**config.mk**
```make
export PLATFORM = sky130hd
export DESIGN_NAME = flash_block_write_sequencer
export DESIGN_NICKNAME = d
export VERILOG_FILES = /design/src/hw/nvm_seq_pkg.sv /design/src/hw/flash_block_write_sequencer.sv
export SDC_FILE = /design/constraint.sdc
export NUM_CORES = 1
export LEC_CHECK = 0
export ABC_AREA = 0
export BUFFER_PORTS_ARGS = -buffer_cell sky130_fd_sc_hd__buf_2
export CORE_ASPECT_RATIO = 0.5
export CORE_MARGIN = 8
export CORE_UTILIZATION = 25
export CTS_CLUSTER_DIAMETER = 200
export DETAILED_ROUTE_END_ITERATION = 8
export SLEW_MARGIN = 20
export SYNTH_ARGS = -nofsm -noshare
export SYNTH_HDL_FRONTEND = slang
export SYNTH_SLANG_ARGS = --single-unit
```
**constraint.sdc**
```tcl
create_clock -name core_clk_i -period 5.2 [get_ports core_clk_i]
set_clock_uncertainty 0.15 [all_clocks]
set_input_delay 0.78 -clock core_clk_i [delete_from_list [all_inputs] [get_ports core_clk_i]]
set_output_delay 0.78 -clock core_clk_i [all_outputs]
set_load 0.005 [all_outputs]
```
**src/hw/nvm_seq_pkg.sv**
```systemverilog
// Package for the flash block write sequencer: register map, bit fields,
// key values, timing counts and the structs that carry grouped signals.
// Assumes a 10 MHz core clock and an 11-bit word address for program flash.
package nvm_seq_pkg;

    // Register offsets in data memory space.
    localparam logic [8:0] OFF_INT_FLAGS_2 = 9'h00D;
    localparam logic [8:0] OFF_INT_ENABLES_2 = 9'h08D;
    localparam logic [8:0] OFF_DATA_LOW = 9'h10C;
    localparam logic [8:0] OFF_ADDR_LOW = 9'h10D;
    localparam logic [8:0] OFF_DATA_HIGH = 9'h10E;
    localparam logic [8:0] OFF_ADDR_HIGH = 9'h10F;
    localparam logic [8:0] OFF_CONTROL = 9'h18C;
    localparam logic [8:0] OFF_UNLOCK = 9'h18D;

    // Field positions in the control register.
    localparam int BIT_PROG_SPACE = 7;
    localparam int BIT_ERASE_SEL = 4;
    localparam int BIT_ERROR = 3;
    localparam int BIT_WRITE_ENABLE_BIT = 2;
    localparam int BIT_TRIGGER = 1;
    // Done flag and its enable share bit 4 of the interrupt pair.
    localparam int BIT_DONE = 4;

    // Reset values and constants.
    localparam logic [7:0] RESET_BYTE = 8'h00;
    localparam logic [13:0] LATCH_ERASED = 14'h3FFF;
    localparam logic [7:0] KEY_FIRST = 8'h55;
    localparam logic [7:0] KEY_SECOND = 8'hAA;
    localparam logic [1:0] LAST_SLOT = 2'h3;

    // Protected segment tops per write_protect_select code; 2'h3 means none.
    localparam logic [10:0] WP_TOP_2 = 11'h1FF;
    localparam logic [10:0] WP_TOP_1 = 11'h3FF;
    localparam logic [10:0] WP_TOP_0 = 11'h7FF;

    // Timing: clock rate, power-up hold and long write time.
    localparam int CLK_HZ = 10000000;
    localparam int PWRT_MS = 72;
    localparam int PWRT_CYC = (CLK_HZ / 1000) * PWRT_MS;
    localparam int LONG_WRITE_US = 2000;
    localparam int LONG_WRITE_CYC = (CLK_HZ / 1000000) * LONG_WRITE_US;
    localparam int CNT_W = 20;

    // Unlock detector states.
    typedef enum logic [2:0] {
        UNL_IDLE = 3'b001,
        UNL_GOT_FIRST = 3'b010,
        UNL_ARMED = 3'b100
    } unlock_e;

    // One access from the processor core.
    typedef struct packed {
        logic wr_en;
        logic rd_en;
        logic [8:0] addr;
        logic [7:0] wdata;
    } bus_req_s;

    // Block program command towards the flash array.
    typedef struct packed {
        logic start;
        logic [10:0] addr;
        logic [3:0][13:0] words;
    } prog_cmd_s;

    // Grants for the external programming port.
    typedef struct packed {
        logic pm_read;
        logic pm_write;
        logic ee_access;
    } ext_grant_s;

    // Whole state of the sequencer.
    typedef struct packed {
        logic [7:0] data_low;
        logic [7:0] addr_low;
        logic [5:0] data_high;
        logic [2:0] addr_high;
        logic prog_space;
        logic erase_sel;
        logic error;
        logic write_enable_bit;
        logic wr;
        logic done_flag;
        logic done_en;
        unlock_e unlock;
        logic busy;
        logic pwrt_done;
        logic [CNT_W-1:0] cnt;
        logic [3:0][13:0] latch;
        prog_cmd_s cmd;
        ext_grant_s grant;
        logic [7:0] rdata;
    } seq_state_s;

endpackage

```
**src/hw/flash_block_write_sequencer.sv**
```systemverilog
// Flash block write sequencer: data-memory-mapped registers, unlock
// detector, four word latches, long write timer and external access gate.
// Assumes the core bus and configuration bits run on core_clk_i.
// How it works
// - Protected segment addresses never get programmed.
// - Blocks are four aligned words, never crossing.
// - Trigger programs only; no erase is issued.
// - Four 14-bit latches chosen by address bits.
// - Short write fills latch, trigger clears next.
// - Slot three fills latch and starts programming.
// - Core runs one, discards next instruction.
// - Core stalls for the long write time.
// - Latches return to 3FFF after long write.
// - Reset clears write enable; power-up timer blocks.
// - Trigger needs write enable and unlock sequence.
// - Data protection blocks external data, program writes.
// - Program protection blocks external program access.
// - Unlock port stores nothing, reads zero.
`timescale 1ns/1ps

module flash_block_write_sequencer #(
    parameter int PWRT_CYCLES = nvm_seq_pkg::PWRT_CYC,
    parameter int LONG_WRITE_CYCLES = nvm_seq_pkg::LONG_WRITE_CYC
) (
    input wire logic core_clk_i,
    input wire logic resetn_i,
    input wire nvm_seq_pkg::bus_req_s bus_i,
    output logic [7:0] rdata_o,
    input wire logic [1:0] write_protect_select_i,
    input wire logic cp_data_i,
    input wire logic cp_prog_i,
    output nvm_seq_pkg::prog_cmd_s prog_o,
    output logic cpu_stall_o,
    output logic nvm_irq_o,
    output nvm_seq_pkg::ext_grant_s ext_grant_o
);
    import nvm_seq_pkg::*;

    ////////////////////////////////////////////////////////////////////////
    // State and decode.

    // Present and next state.
    seq_state_s st_r;
    seq_state_s st_nxt;
    // Full word address held in the address high and low registers.
    logic [10:0] word_addr;
    // High when the word address falls in a protected segment.
    logic addr_protected;
    // Write strobes for the control and unlock registers.
    logic wr_control;
    logic wr_unlock;
    // Software asks for a trigger in this write.
    logic trig_req;
    // Trigger accepted as a short or long write.
    logic trig_ok;
    logic trig_short;
    logic trig_long;
    // Long write timer reached its last cycle.
    logic write_end;

    // The block base and the latch slot both come from this word address.
    assign word_addr = {st_r.addr_high, st_r.addr_low};

    // Protected segment check against the configuration select.
    // Protected segment lookup.
    always_comb begin
        case (write_protect_select_i)
            2'h2: addr_protected = (word_addr <= WP_TOP_2);
            2'h1: addr_protected = (word_addr <= WP_TOP_1);
            2'h0: addr_protected = (word_addr <= WP_TOP_0);
            default: addr_protected = 1'b0;
        endcase
    end

    // Register strobes are decoded from the exact offset only.
    assign wr_control = bus_i.wr_en && (bus_i.addr == OFF_CONTROL);
    assign wr_unlock = bus_i.wr_en && (bus_i.addr == OFF_UNLOCK);
    // A trigger request is a control write with the trigger bit while idle.
    assign trig_req = wr_control && bus_i.wdata[BIT_TRIGGER] && !st_r.wr && !st_r.busy;
    // Guarded trigger acceptance.
    // The write enable that is stored, the armed detector and the finished
    // power-up hold must all be present; erase requests are not ours.
    assign trig_ok = trig_req && st_r.write_enable_bit && bus_i.wdata[BIT_WRITE_ENABLE_BIT]
        && (st_r.unlock == UNL_ARMED) && st_r.pwrt_done
        && bus_i.wdata[BIT_PROG_SPACE] && !bus_i.wdata[BIT_ERASE_SEL]
        && !addr_protected;
    // Short write when slot is not the last.
    assign trig_short = trig_ok && (st_r.addr_low[1:0] != LAST_SLOT);
    // Long write on the last slot.
    assign trig_long = trig_ok && (st_r.addr_low[1:0] == LAST_SLOT);
    assign write_end = st_r.busy && (st_r.cnt == CNT_W'(LONG_WRITE_CYCLES - 1));

    ////////////////////////////////////////////////////////////////////////
    // Next state.

    // Builds the whole next state from the present state and the access.
    always_comb begin
        st_nxt = st_r;
        // The start pulse lasts one cycle unless a long write raises it again.
        st_nxt.cmd.start = 1'b0;
        if (!st_r.pwrt_done) begin
            if (st_r.cnt == CNT_W'(PWRT_CYCLES - 1)) begin
                st_nxt.pwrt_done = 1'b1;
                st_nxt.cnt = '0;
            end else begin
                st_nxt.cnt = st_r.cnt + CNT_W'(1);
            end
        end
        // Plain register writes.
        // A software clear of the done flag loses to a completion below.
        if (bus_i.wr_en) begin
            case (bus_i.addr)
                OFF_DATA_LOW: st_nxt.data_low = bus_i.wdata;
                OFF_ADDR_LOW: st_nxt.addr_low = bus_i.wdata;
                OFF_DATA_HIGH: st_nxt.data_high = bus_i.wdata[5:0];
                OFF_ADDR_HIGH: st_nxt.addr_high = bus_i.wdata[2:0];
                OFF_INT_ENABLES_2: st_nxt.done_en = bus_i.wdata[BIT_DONE];
                OFF_INT_FLAGS_2: st_nxt.done_flag = bus_i.wdata[BIT_DONE];
                OFF_CONTROL: begin
                    st_nxt.prog_space = bus_i.wdata[BIT_PROG_SPACE];
                    st_nxt.erase_sel = bus_i.wdata[BIT_ERASE_SEL];
                    // The error flag can only be cleared by software.
                    st_nxt.error = st_r.error & bus_i.wdata[BIT_ERROR];
                    st_nxt.write_enable_bit = bus_i.wdata[BIT_WRITE_ENABLE_BIT];
                end
                default: ;
            endcase
        end
        // Unlock detector, reset by any other write.
        // The unlock port only feeds this detector.
        if (bus_i.wr_en) begin
            st_nxt.unlock = UNL_IDLE;
            if (wr_unlock && bus_i.wdata == KEY_FIRST) begin
                st_nxt.unlock = UNL_GOT_FIRST;
            end else if (wr_unlock && bus_i.wdata == KEY_SECOND
                         && st_r.unlock == UNL_GOT_FIRST) begin
                st_nxt.unlock = UNL_ARMED;
            end
        end
        // Trigger bit lives for one cycle on a short write.
        if (st_r.wr && !st_r.busy) begin
            st_nxt.wr = 1'b0;
        end
        // Selected latch takes the data word.
        if (trig_ok) begin
            st_nxt.wr = 1'b1;
            st_nxt.latch[st_r.addr_low[1:0]] = {st_r.data_high, st_r.data_low};
        end
        // Block address is the aligned base.
        // Only a program command is issued.
        if (trig_long) begin
            st_nxt.busy = 1'b1;
            st_nxt.cnt = '0;
            st_nxt.cmd.start = 1'b1;
            st_nxt.cmd.addr = {word_addr[10:2], 2'h0};
            st_nxt.cmd.words = st_r.latch;
            st_nxt.cmd.words[LAST_SLOT] = {st_r.data_high, st_r.data_low};
        end
        if (st_r.busy) begin
            st_nxt.cnt = st_r.cnt + CNT_W'(1);
        end
        // Latches erased and done flag raised at the end.
        // Done flag set wins over a software clear.
        if (write_end) begin
            st_nxt.busy = 1'b0;
            st_nxt.wr = 1'b0;
            st_nxt.cnt = '0;
            st_nxt.done_flag = 1'b1;
            for (int i = 0; i < 4; i++) begin
                st_nxt.latch[i] = LATCH_ERASED;
            end
        end
        // Program and data protection gate external program and data access.
        st_nxt.grant.pm_read = !cp_prog_i;
        st_nxt.grant.pm_write = !cp_prog_i && !cp_data_i;
        st_nxt.grant.ee_access = !cp_data_i;
        // Read data, one cycle after the read strobe.
        st_nxt.rdata = RESET_BYTE;
        if (bus_i.rd_en) begin
            case (bus_i.addr)
                OFF_DATA_LOW: st_nxt.rdata = st_r.data_low;
                OFF_ADDR_LOW: st_nxt.rdata = st_r.addr_low;
                OFF_DATA_HIGH: st_nxt.rdata = {2'h0, st_r.data_high};
                OFF_ADDR_HIGH: st_nxt.rdata = {5'h00, st_r.addr_high};
                OFF_INT_FLAGS_2: st_nxt.rdata = {3'h0, st_r.done_flag, 4'h0};
                OFF_INT_ENABLES_2: st_nxt.rdata = {3'h0, st_r.done_en, 4'h0};
                OFF_CONTROL: st_nxt.rdata = {st_r.prog_space, 2'h0, st_r.erase_sel,
                    st_r.error, st_r.write_enable_bit, st_r.wr, 1'b0};
                default: st_nxt.rdata = RESET_BYTE;
            endcase
        end
    end

    ////////////////////////////////////////////////////////////////////////
    // State register.

    // Registers the next state; reset brings every field to a constant.
    always_ff @(posedge core_clk_i) begin
        if (!resetn_i) begin
            st_r <= '0;
            st_r.unlock <= UNL_IDLE;
            st_r.write_enable_bit <= 1'b0;
            // Latches come up erased, just as after a long write.
            for (int i = 0; i < 4; i++) begin
                st_r.latch[i] <= LATCH_ERASED;
            end
        end else begin
            st_r <= st_nxt;
        end
    end

    ////////////////////////////////////////////////////////////////////////
    // Outputs.

    // Data outputs come straight from registered state.
    assign rdata_o = st_r.rdata;
    assign prog_o = st_r.cmd;
    // Core stalls while the array is written.
    // The core squashes the slot after the trigger itself.
    assign cpu_stall_o = st_r.busy;
    // Pending request when flag and enable meet.
    assign nvm_irq_o = st_r.done_flag && st_r.done_en;
    assign ext_grant_o = st_r.grant;
endmodule // flash_block_write_sequencer

```
# Yosys cells after proc, flatten, opt, wreduce, memory -nomap -nowiden

Cells that the tools add are included.

Bits of input ports: 25
Latch bits: 0
Word-level logic and storage cells: 114
Output and inout bits: 81
Bits in writable memories: 0
Bits in registers: 190
Memories: 0
ROM bits: 0

Shift operators: 0
Order comparisons: 5
Reductions and logical operators: 40
Bitwise logic cells: 2
Eq/ne operators: 18
Muxes and demuxes: 19
$add $sub $neg: 1
$mul: 0
Div/mod/pow operators: 0

Operator list:

| operator                                                                | count |
|---|---|
| 68-bit 2-to-1 mux                                                       | 1 |
| 20-bit 2-to-1 mux                                                       | 3 |
| 56-bit bitwise mux                                                      | 1 |
| 8-bit one-hot mux with 7 select lines                                   | 1 |
| 9-bit == test, second input constant                                    | 6 |
| 14-bit demux with 2-bit select                                          | 1 |
| 1-bit logical AND                                                       | 21 |
| 21-bit 2-to-1 mux                                                       | 1 |
| 20-bit by 1-bit adder with 20-bit output, second input constant         | 1 |
| 20-bit by 15-bit == test with 1-bit output, second input constant       | 1 |
| 20-bit == test, second input constant                                   | 1 |
| 2-bit AND reduction                                                     | 8 |
| 14-bit 2-to-1 mux                                                       | 1 |
| 11-bit by 10-bit <= comparator with 1-bit output, second input constant | 1 |
| 11-bit <= comparator, second input constant                             | 1 |
| 11-bit by 9-bit <= comparator with 1-bit output, second input constant  | 1 |
| 9-bit by 4-bit == test with 1-bit output, second input constant         | 1 |
| 9-bit by 8-bit == test with 1-bit output, second input constant         | 1 |
| 8-bit by 7-bit == test with 1-bit output, second input constant         | 1 |
| 8-bit == test, second input constant                                    | 1 |
| 1-bit logical NOT                                                       | 6 |
| 1-bit 2-to-1 mux                                                        | 6 |
| 3-bit 2-to-1 mux                                                        | 2 |
| 2-bit nonzero test                                                      | 3 |
| 13 further kinds                                                        | 14 |

# Logic depth before layout (Yosys ltp)

Gate-level depths: netlist of run 1.

Word-level depth: 15
Depth in mapped cells: 9
Depth with buffers taken out: 7

# Worst setup path before layout of run 1

OpenSTA, ideal clock, no wires.

Kind: input to register
Start point: input port bus_i[4] (netlist name)
End point: register st_r[110] (netlist name)
Buffers on the path: 2
Arrival time: 2664 ps
Stages on the path: 8
Path slack: 2257 ps
Cell sequence: clkbuf_1 and4bb_1 and4bb_1 o21ai_1 nor4_2 buf_2 mux2i_1 nand2_1

Word-level cells in the longest chain between the ends: 3

RTL lines:

| what                   | RTL line                           | source |
|---|---|---|
| start: declaration     | flash_block_write_sequencer.sv:27  | `input wire nvm_seq_pkg::bus_req_s bus_i,` |
| 1-bit logical NOT      | flash_block_write_sequencer.sv:85  | `&& bus_i.wdata[BIT_PROG_SPACE] && !bus_i.wdata[BIT_ERASE_SEL]` |
| 1-bit logical AND      | flash_block_write_sequencer.sv:85  |  |
| 1-bit logical AND      | flash_block_write_sequencer.sv:86  | `&& !addr_protected;` |
| end signal: assignment | flash_block_write_sequencer.sv:208 | `st_r <= st_nxt;` |
| end: declaration       | flash_block_write_sequencer.sv:43  | `seq_state_s st_r;` |

No other way between the ends.
A chain may end at the register's enable or synchronous reset.

# Worst setup path in the final report of run 1

Start point: input port bus_i[18] (netlist name)
End point: register st_r[151] (netlist name)

Word-level cells in the longest chain between the ends: 14
Elaborated cells on any way between the ends: 15
Those cells by class: eq/ne: 1; mux: 2; reduce/logical: 12

RTL lines:

| what                               | RTL line                           | source |
|---|---|---|
| 1-bit logical AND (*)              | flash_block_write_sequencer.sv:76  | `assign wr_control = bus_i.wr_en && (bus_i.addr == OFF_CONTROL);` |
| 1-bit logical AND (*) (3 in a row) | flash_block_write_sequencer.sv:79  | `assign trig_req = wr_control && bus_i.wdata[BIT_TRIGGER] && !st_r.wr && !st_r.busy;` |
| 1-bit logical AND (*) (2 in a row) | flash_block_write_sequencer.sv:83  | `assign trig_ok = trig_req && st_r.write_enable_bit && bus_i.wdata[BIT_WRITE_ENABLE_BIT]` |
| 1-bit logical AND (*) (2 in a row) | flash_block_write_sequencer.sv:84  | `&& (st_r.unlock == UNL_ARMED) && st_r.pwrt_done` |
| 1-bit logical AND (*) (2 in a row) | flash_block_write_sequencer.sv:85  |  |
| 1-bit logical AND (*)              | flash_block_write_sequencer.sv:86  |  |
| 1-bit logical AND (*)              | flash_block_write_sequencer.sv:90  | `assign trig_long = trig_ok && (st_r.addr_low[1:0] == LAST_SLOT);` |
| 20-bit 2-to-1 mux                  | flash_block_write_sequencer.sv:151 | `if (trig_long) begin` |
| 20-bit 2-to-1 mux                  | flash_block_write_sequencer.sv:159 | `if (st_r.busy) begin` |

Mark *: on every way between the ends. The rest lies on a longest branch, timed or not.

==> flow_summary.toml, run 1 <==
[place]
dp_slack_ns = 1.24
port_buffers = 103
hpwlAfterDp_um = 13500
routabilityCongestion = 0.872

[finish]
num_antenna_cells = 0
postLayoutCoreUtil_pct = 28.4
final_nets = 915
final_common_cell = "nand2_1"
final_cell_mix = "243 x nand2_1, 176 x dfxtp_1, 103 x buf_2, 93 x a21oi_1, 59 x nand3_1"
area_delta_synth_final_pct = 11.6
drive_gt1_share_pct = 17.3

[power]
internal_power_w = 0.00208
clkPwrFrac_pct = 47.1
switchingPower_w = 0.000593
ir_drop_mv = 0.226
p_leak_nw = 3.14
power_w = 0.00268
pwr_density_cell_nw_per_um2 = 324
power.share.sequential_pct = 50.6
p_comb_share_pct = 2.3
p_sw_share_pct = 22.2

[timing]
max_slew_margin_pct = 32.6
fin_crit_sh_pct = 68.6
drv_slew = 0
hold-worst-slack_ns = 0.298
finalWorstSetupSlack_ns = 1.63
grt_setup_unrepaired = "no"
tightest_slew_ns = 1.01
tns_ns = 0
post-route-min-period_ns = 3.57
finalHoldViolCount = 0
setup_viol = 0
fmax_mhz = 280

[die]
die_area_um2 = 35700
initial_core_util_pct = 25.5
die_w_um = 259
die_h_um = 138
row_count = 44
core_um2 = 29100
io_pins = 106

[routing]
drc = 0
route.met3.wl_um = 1020
via_per_inst = 4.59
top_layer = "met4"
final_antenna_net_count = 0
drt_first_pass_iters = 6
wl_per_cell_um = 15.0
dr_wl_met2_um = 9680
drtIter0Drc = 413
met1Wirelength_um = 8050
num_vias = 5932
drt_wl_total_um = 19400

[setup_path]
worstPathRequired_ns = 5.36
arrival_ns = 3.72
crit_fanout = 77
critical_path_class = "in -> reg"
critPathCaptureType = "flip-flop"
cp-start-kind = "input pin"

[global_routing]
grt_usage_pct = 10.7
grt_pass1_wl_um = 30800
grt_overflow = 0
antenna_found_initial = 0
grt_max_degree = 78
grt_pass1_vias = 5713

[clocking]
clkLatencyLatePin_ns = 0.43
cts_resized = 0
cts_buffers = 17
cts_max_level = 4
cts_setup_buffers = 0
clockBufferDepth = 2
tritoncts = "built"
ctsHoldBuffers = 0
clock_sinks = 176
path_clk_slew_ns = 0.07
root_buffer = "clkbuf_16"

[yosys]
synth_edf_count = 0
post_synth_instance_area_um2 = 7400
ys_seq_elements = 176
synth_ff_type = "dfxtp_1"
yosysSeqAreaShare_pct = 47.6
synth-async-reset-ratio_pct = 0
synth_cell_types = 54
ys_warn_count = 0
avgSynthCellArea_um2 = 8.31
syn_inst = 891

[outcome]
outcome = "complete, no violations"

[flow_run]
cap_violations = 0

[worst_hold_path]
hold_class = "reg -> reg"
## final timing paths
check / startpoint / end / slack [ns] / cells past startpoint
worst max register to register: st_r[135] / st_r[140] / 2.01 / 8
worst max-delay path: bus_i[18] / st_r[151] / 1.63 / 6
worst min register to register: prog_o[33] / prog_o[33] / 0.30 / 2
worst min-delay path: prog_o[33] / prog_o[33] / 0.30 / 2
## layout make-up
| type | count | area [µm²] |
|---|---|---|
| clock buffer | 17 | 425 |
| clock inverter | 15 | 158 |
| fill | 3153 | 20800 |
| inverter | 4 | 15.0 |
| multi-input combinational | 579 | 3070 |
| sequential | 176 | 3520 |
| tap | 391 | 489 |
| timing repair buffer | 111 | 576 |
## metrics by stage
stage          cells  instance area [µm²]
3_3_place_gp    1260                 7660
6_report        1293                 8260
4_1_cts         1292                 8250
5_1_grt         1293                 8260
3_5_place_dp    1260                 7670
2_1_floorplan    892                 7410
## cells by family (layout without fill, tap and decap cells)
kind of cell    count (synthesis)  count (layout)  synth area share [%]
other cells                     1               2                0.0507
simple gates                  400             400                  24.2
compound gates                132             132                  10.9
fa+ha+maj                       1               1                 0.169
buf+inv                       137             147                  11.5
flops                         176             176                  47.6
xor+xnor                       19              19                  2.25
mux                            25              25                  3.38
## power by group through the flow
| stage | registers (W) | clock network, W | logic (W) |
|---|---|---|---|
| 2_1_floorplan | 0.00138 | 0 | 0.0000389 |
| 4_1_cts | 0.00135 | 0.00129 | 0.0000596 |
| 3_5_place_dp | 0.00138 | 0 | 0.0000595 |
| 6_report | 0.00135 | 0.00126 | 0.0000603 |
| 5_1_grt | 0.00135 | 0.00135 | 0.0000658 |
| 3_3_place_gp | 0.00138 | 0 | 0.0000580 |
## sequential cells by signal, indices dropped and copies added (netlist names)
register     count
cpu_stall_o      1
st_r            98
rdata_o          8
prog_o          66
ext_grant_o      3
## critical path, stage by stage
cell and delay [ns]:
buf_2 0.39, nand4_1 0.60, or4b_4 1.06, a2111oi_1 0.62
xnor2_1 0.17, nor2_1 0.06
## layer usage
metal / global-route usage (%) / vias up
li1: - / 2905
met1: 12.0 / 2827
met2: 19.2 / 144
met3: 2.65 / 56
met4: 5.10 / 0
met5: 0 / -
## synthesized netlist by cell type, drive strengths merged, types with 4 or more instances
library cell,count,share of area (%)
a2111oi,5,1.0
a21oi,93,6.3
a222oi,7,0.95
and2,9,0.76
and3,4,0.34
buf,94,9.3
clkbuf,39,2.0
dfxtp,176,48
inv,4,0.20
mux2i,25,3.4
nand2,243,12
nand3,60,4.2
nor2,43,2.2
nor2b,4,0.34
nor3,7,0.47
nor4,4,0.42
o211ai,5,0.51
o21a,4,0.41
o21ai,6,0.41
or4,4,0.41
xnor2,12,1.4
xor2,7,0.83
(Power assumes the default switching activity.)
==> inputs of run 2 (changes only) <==
==> constraint.sdc (replaced) <==
create_clock -name core_clk_i -period 2.88 [get_ports core_clk_i]
set_clock_uncertainty 0.15 [all_clocks]
set_input_delay 0.432 -clock core_clk_i [delete_from_list [all_inputs] [get_ports core_clk_i]]
set_output_delay 0.432 -clock core_clk_i [all_outputs]
set_load 0.005 [all_outputs]
==> run 2 against run 1 <==
  * Critical endpoint is now st_r[83]
  * Largest cell class unchanged
  * Sequential share of layout area down 0.65 points
  * Cell count up 0.93%
  * First-iteration DRC count down 6.8%
  * Highest routed layer unchanged
==> flow_summary.toml, run 2 (same netlist as run 1, synthesis figures left out) <==
[global_routing]
antenna_found_initial = 0
grt_max_degree = 68
grt_overflow = 0
grt_pass1_wl_um = 30800
grt_pass1_vias = 5668
grt_usage_pct = 10.8

[setup_path]
cp-start-kind = "flip-flop"
cpMaxStageDelayCell = "or4_1"
arrival_ns = 2.86
r2r-start = "st_r[142]"
crit_path_start = "st_r[142]"
worstPathRequired_ns = 3.10
crit_path_frequent_cell = "or4_1"
critPathCaptureType = "flip-flop"
critical_path_class = "reg -> reg"
worst_path_largest_cell_delay_ns = 0.55
path_cells = "or4_1 > or3_1 > or4_1 > and2_1 > buf_4 > nand3_1"
crit_fanout = 42

[place]
routabilityCongestion = 0.876
hpwlAfterDp_um = 13900
dp_slack_ns = 0.0902
port_buffers = 103

[clocking]
path_clk_slew_ns = 0.07
root_buffer = "clkbuf_16"
cts_max_level = 4
clkLatencyLatePin_ns = 0.43
clock_sinks = 176
clockBufferDepth = 2
cts_resized = 0
tritoncts = "built"
cts_buffers = 17

[timing]
setup_viol = 0
finalWorstSetupSlack_ns = 0.238
max_slew_margin_pct = 56.2
finalHoldViolCount = 0
tightest_slew_ns = 0.657
fin_crit_sh_pct = 91.7
tns_ns = 0
fmax_mhz = 378
grt_setup_unrepaired = "no"
post-route-min-period_ns = 2.64
drv_slew = 0

[power]
ir_drop_mv = 0.236
power.share.sequential_pct = 50.3
p_comb_share_pct = 2.4
p_sw_share_pct = 23.7
switchingPower_w = 0.00115
p_leak_nw = 3.21
internal_power_w = 0.00371
clkPwrFrac_pct = 47.4
pwr_density_cell_nw_per_um2 = 580

[finish]
regMostFlops = "st_r"
num_antenna_cells = 0
final_common_cell = "nand2_1"
area_delta_synth_final_pct = 13.3
drive_gt1_share_pct = 18.2
final_nets = 927
final_cell_mix = "243 x nand2_1, 176 x dfxtp_1, 103 x buf_2, 93 x a21oi_1, 59 x nand3_1"
largest_register_ffs = 98

[flow_run]
cap_violations = 0

[routing]
wl_per_cell_um = 15.0
drt_wl_total_um = 19600
via_per_inst = 4.53
final_antenna_net_count = 0
num_vias = 5917
drc = 0
drtIter0Drc = 385
drt_first_pass_iters = 5

[die]
die_area_um2 = 35700
io_pins = 106
core_um2 = 29100
row_count = 44
die_w_um = 259
initial_core_util_pct = 25.5
die_h_um = 138

[outcome]
outcome = "complete, no violations"

[worst_hold_path]
hold_class = "in -> reg"
hp-start = "cp_data_i"
[run 2: per-layer routing]
| metal | part of all wire [%] | vias to the layer above | global-route usage, % |
|---|---|---|---|
| met5 | 0 | - | 0 |
| met4 | 1.6 | 0 | 3.56 |
| met3 | 4.2 | 26 | 2.36 |
| met2 | 50 | 150 | 18.7 |
| met1 | 44 | 2810 | 13.2 |
| li1 | - | 2931 | - |
[run 2: power groups by stage]
stage | sequential (W) | clock, W | combinational (W)
3_3_place_gp | 0.00250 | 0 | 0.000110
6_report | 0.00244 | 0.00230 | 0.000116
5_1_grt | 0.00244 | 0.00246 | 0.000126
4_1_cts | 0.00244 | 0.00235 | 0.000115
3_5_place_dp | 0.00250 | 0 | 0.000113
2_1_floorplan | 0.00250 | 0 | 0.0000701
[run 2: layout make-up]
| type | instances | area [µm²] |
|---|---|---|
| Sequential cell | 176 | 3520 |
| Clock inverter | 15 | 166 |
| Fill cell | 3120 | 20700 |
| Clock buffer | 17 | 425 |
| Inverter | 4 | 15.0 |
| Multi-Input combinational cell | 579 | 3060 |
| Timing Repair Buffer | 123 | 706 |
| Tap cell | 391 | 489 |
[run 2: final timing paths]
path / cells after the start / slack (ns) / to
worst max-delay path: 6 / 0.24 / st_r[83]
worst max register to register: 6 / 0.24 / st_r[83]
worst min register to register: 2 / 0.30 / prog_o[36]
worst min-delay path: 2 / 0.02 / ext_grant_o[1]
[run 2: timing repair]
action | CTS | global route
buffers inserted | 0 | 0
endpoints found under the setup margin | 0 | 0
endpoints found under the hold margin | 1 | 0
hold buffers | 1 | 0
[run 2: per-stage QoR]
stage	total power (W)	instance area, µm²	cells	hold WS (ns)	utilization (%)
finish	0.00486	8390	1305	0.0159	28.9
global route	0.00503	8390	1305	0.00760	28.9
global placement	0.00261	7790	1272	0.287	26.8
floorplan	0.00257	7410	892	0.280	-
CTS	0.00491	8390	1305	0.00132	28.9
detailed placement	0.00261	7790	1272	0.291	26.8
[run 2: critical path: cells and delay by family, from the launching register on]
family                 cells  cell delay (ns)
buffers and inverters      1             0.30
flip-flops                 1             0.34
AND/OR/NAND/NOR            5             1.78
==> inputs of run 3 (changes only) <==
--- a/config.mk
+++ b/config.mk
@@ -12,6 +12,7 @@
 export CORE_UTILIZATION = 25
 export CTS_CLUSTER_DIAMETER = 200
 export DETAILED_ROUTE_END_ITERATION = 8
+export HOLD_SLACK_MARGIN = 0.08
 export SLEW_MARGIN = 20
 export SYNTH_ARGS = -nofsm -noshare
 export SYNTH_HDL_FRONTEND = slang
==> constraint.sdc (replaced) <==
create_clock -name core_clk_i -period 2.85 [get_ports core_clk_i]
set_clock_uncertainty 0.15 [all_clocks]
set_input_delay 0.4275 -clock core_clk_i [delete_from_list [all_inputs] [get_ports core_clk_i]]
set_output_delay 0.4275 -clock core_clk_i [all_outputs]
set_load 0.005 [all_outputs]
==> run 3 against run 2 <==
  * Sequential share of layout area up 0.15 points
  * Via count up 0.85%
  * Setup slack worse by 0.067 ns
  * Core utilization down 0.10 points
  * Combinational power about the same
  * Worst hold slack better by 0.12 ns
  * Total power down 0.76%
  * Register-to-register slack worse by 0.07 ns
  * Design area down 0.36%
  * Die area unchanged
  * First-iteration DRC count up 17%
==> flow_summary.toml, run 3 (same netlist as run 1, synthesis figures left out) <==
[outcome]
outcome = "complete, no violations"

[die]
io_pins = 106
die_w_um = 259
initial_core_util_pct = 25.5
die_area_um2 = 35700
row_count = 44
die_h_um = 138
core_um2 = 29100

[power]
p_sw_share_pct = 22.5
pwr_density_cell_nw_per_um2 = 577
power.share.sequential_pct = 51.2
clkPwrFrac_pct = 46.4
switchingPower_w = 0.00109
internal_power_w = 0.00374
p_comb_share_pct = 2.4
ir_drop_mv = 0.354
p_leak_nw = 3.21

[timing]
finalHoldViolCount = 0
fmax_mhz = 373
grt_setup_unrepaired = "no"
max_slew_margin_pct = 56.4
setup_viol = 0
tightest_slew_ns = 0.651
fin_crit_sh_pct = 94.0
drv_slew = 0
post-route-min-period_ns = 2.68
tns_ns = 0

[clocking]
clockBufferDepth = 2
tritoncts = "built"
path_clk_slew_ns = 0.06
cts_max_level = 4
clkLatencyLatePin_ns = 0.43
cts_setup_buffers = 0
clock_sinks = 176
root_buffer = "clkbuf_16"
cts_buffers = 17

[setup_path]
rr_worst_depth = 6
path_buf_inv = 0
crit_fanout = 16
arrival_ns = 2.84
critical_path_class = "reg -> reg"
worstPathRequired_ns = 3.01
critPathCaptureType = "flip-flop"
worst_path_largest_cell_delay_ns = 0.62
cp-start-kind = "flip-flop"
cp_num_cells = 6
path_cells = "nand2b_1 > and4bb_1 > or4b_4 > a2111oi_1 > xnor2_1 > nor2_1"
cpMaxStageDelayCell = "or4b_4"
path_delay_family = "simple AND/OR/NAND/NOR gates"

[finish]
postLayoutCoreUtil_pct = 28.8
final_nets = 929
area_delta_synth_final_pct = 12.9
largest_register_ffs = 98
num_antenna_cells = 0
final_cell_mix = "243 x nand2_1, 176 x dfxtp_1, 103 x buf_2, 93 x a21oi_1, 59 x nand3_1"
regMostFlops = "st_r"
drive_gt1_share_pct = 18.2
final_common_cell = "nand2_1"

[routing]
final_antenna_net_count = 0
drc = 0
drtIter0Drc = 449
wl_per_cell_um = 15.1
num_vias = 5967
via_per_inst = 4.57
drt_wl_total_um = 19800
drt_first_pass_iters = 7

[worst_hold_path]
hold_class = "in -> reg"
whs_path_depth = 2

[place]
hpwlAfterDp_um = 13900
port_buffers = 103
routabilityCongestion = 0.876

[global_routing]
grt_pass1_wl_um = 30600
grt_max_degree = 65
antenna_found_initial = 0
grt_usage_pct = 10.8
grt_pass1_vias = 5670
grt_overflow = 0

[flow_run]
cap_violations = 0
-- run 3: stage by stage --
step	power, W	hold slack, ns	worst slack [ns]	instances	area (µm²)
finish	0.00482	0.137	0.171	1307	8360
CTS	0.00487	0.117	0.156	1307	8350
floorplan	0.00260	0.280	0.249	892	7410
global placement	0.00264	0.285	0.132	1273	7770
detailed placement	0.00264	0.292	0.0726	1273	7770
global route	0.00498	0.129	0.0296	1307	8360
-- run 3: final cells by class --
cell class              count  area (µm²)
clock buffers              18         439
clock inverters            14         126
fillers                  3070       20700
inverters                   4        15.0
multi-input cells         579        3060
flip-flops and latches    176        3520
well taps                 391         489
repair buffers            125         702
-- run 3: final timing paths --
path                            slack (ns)  startpoint         end
worst max-delay path                  0.17   st_r[155]   st_r[148]
worst min-delay path                  0.14    resetn_i   st_r[157]
worst max register to register        0.17   st_r[155]   st_r[148]
worst min register to register        0.30  prog_o[25]  prog_o[25]
-- run 3: metal layers --
metal,vias up,part of all wire [%],GRT usage [%]
li1,2941,-,-
met1,2849,43,12.9
met2,148,50,18.9
met3,29,4.5,2.41
met4,0,2.0,3.99
met5,-,0,0
-- run 3: power groups by stage --
stage               clock network [W]  registers, W   logic, W
floorplan                           0       0.00252  0.0000709
global placement                    0       0.00252   0.000112
detailed placement                  0       0.00253   0.000114
CTS                           0.00228       0.00247   0.000116
global route                  0.00238       0.00247   0.000128
finish                        0.00224       0.00247   0.000117
-- run 3: what timing repair did --
action,CTS,global route
endpoints found under the setup margin,0,10
hold buffers,2,0
resized for setup,0,1
hold endpoints to repair,3,0
-- run 3: worst register-to-register path, stage by stage, from the launching register on --
cell and delay [ns]:
dfxtp_1 0.37, nand2b_1 0.26, and4bb_1 0.40, or4b_4 0.62
a2111oi_1 0.53, xnor2_1 0.18, nor2_1 0.06
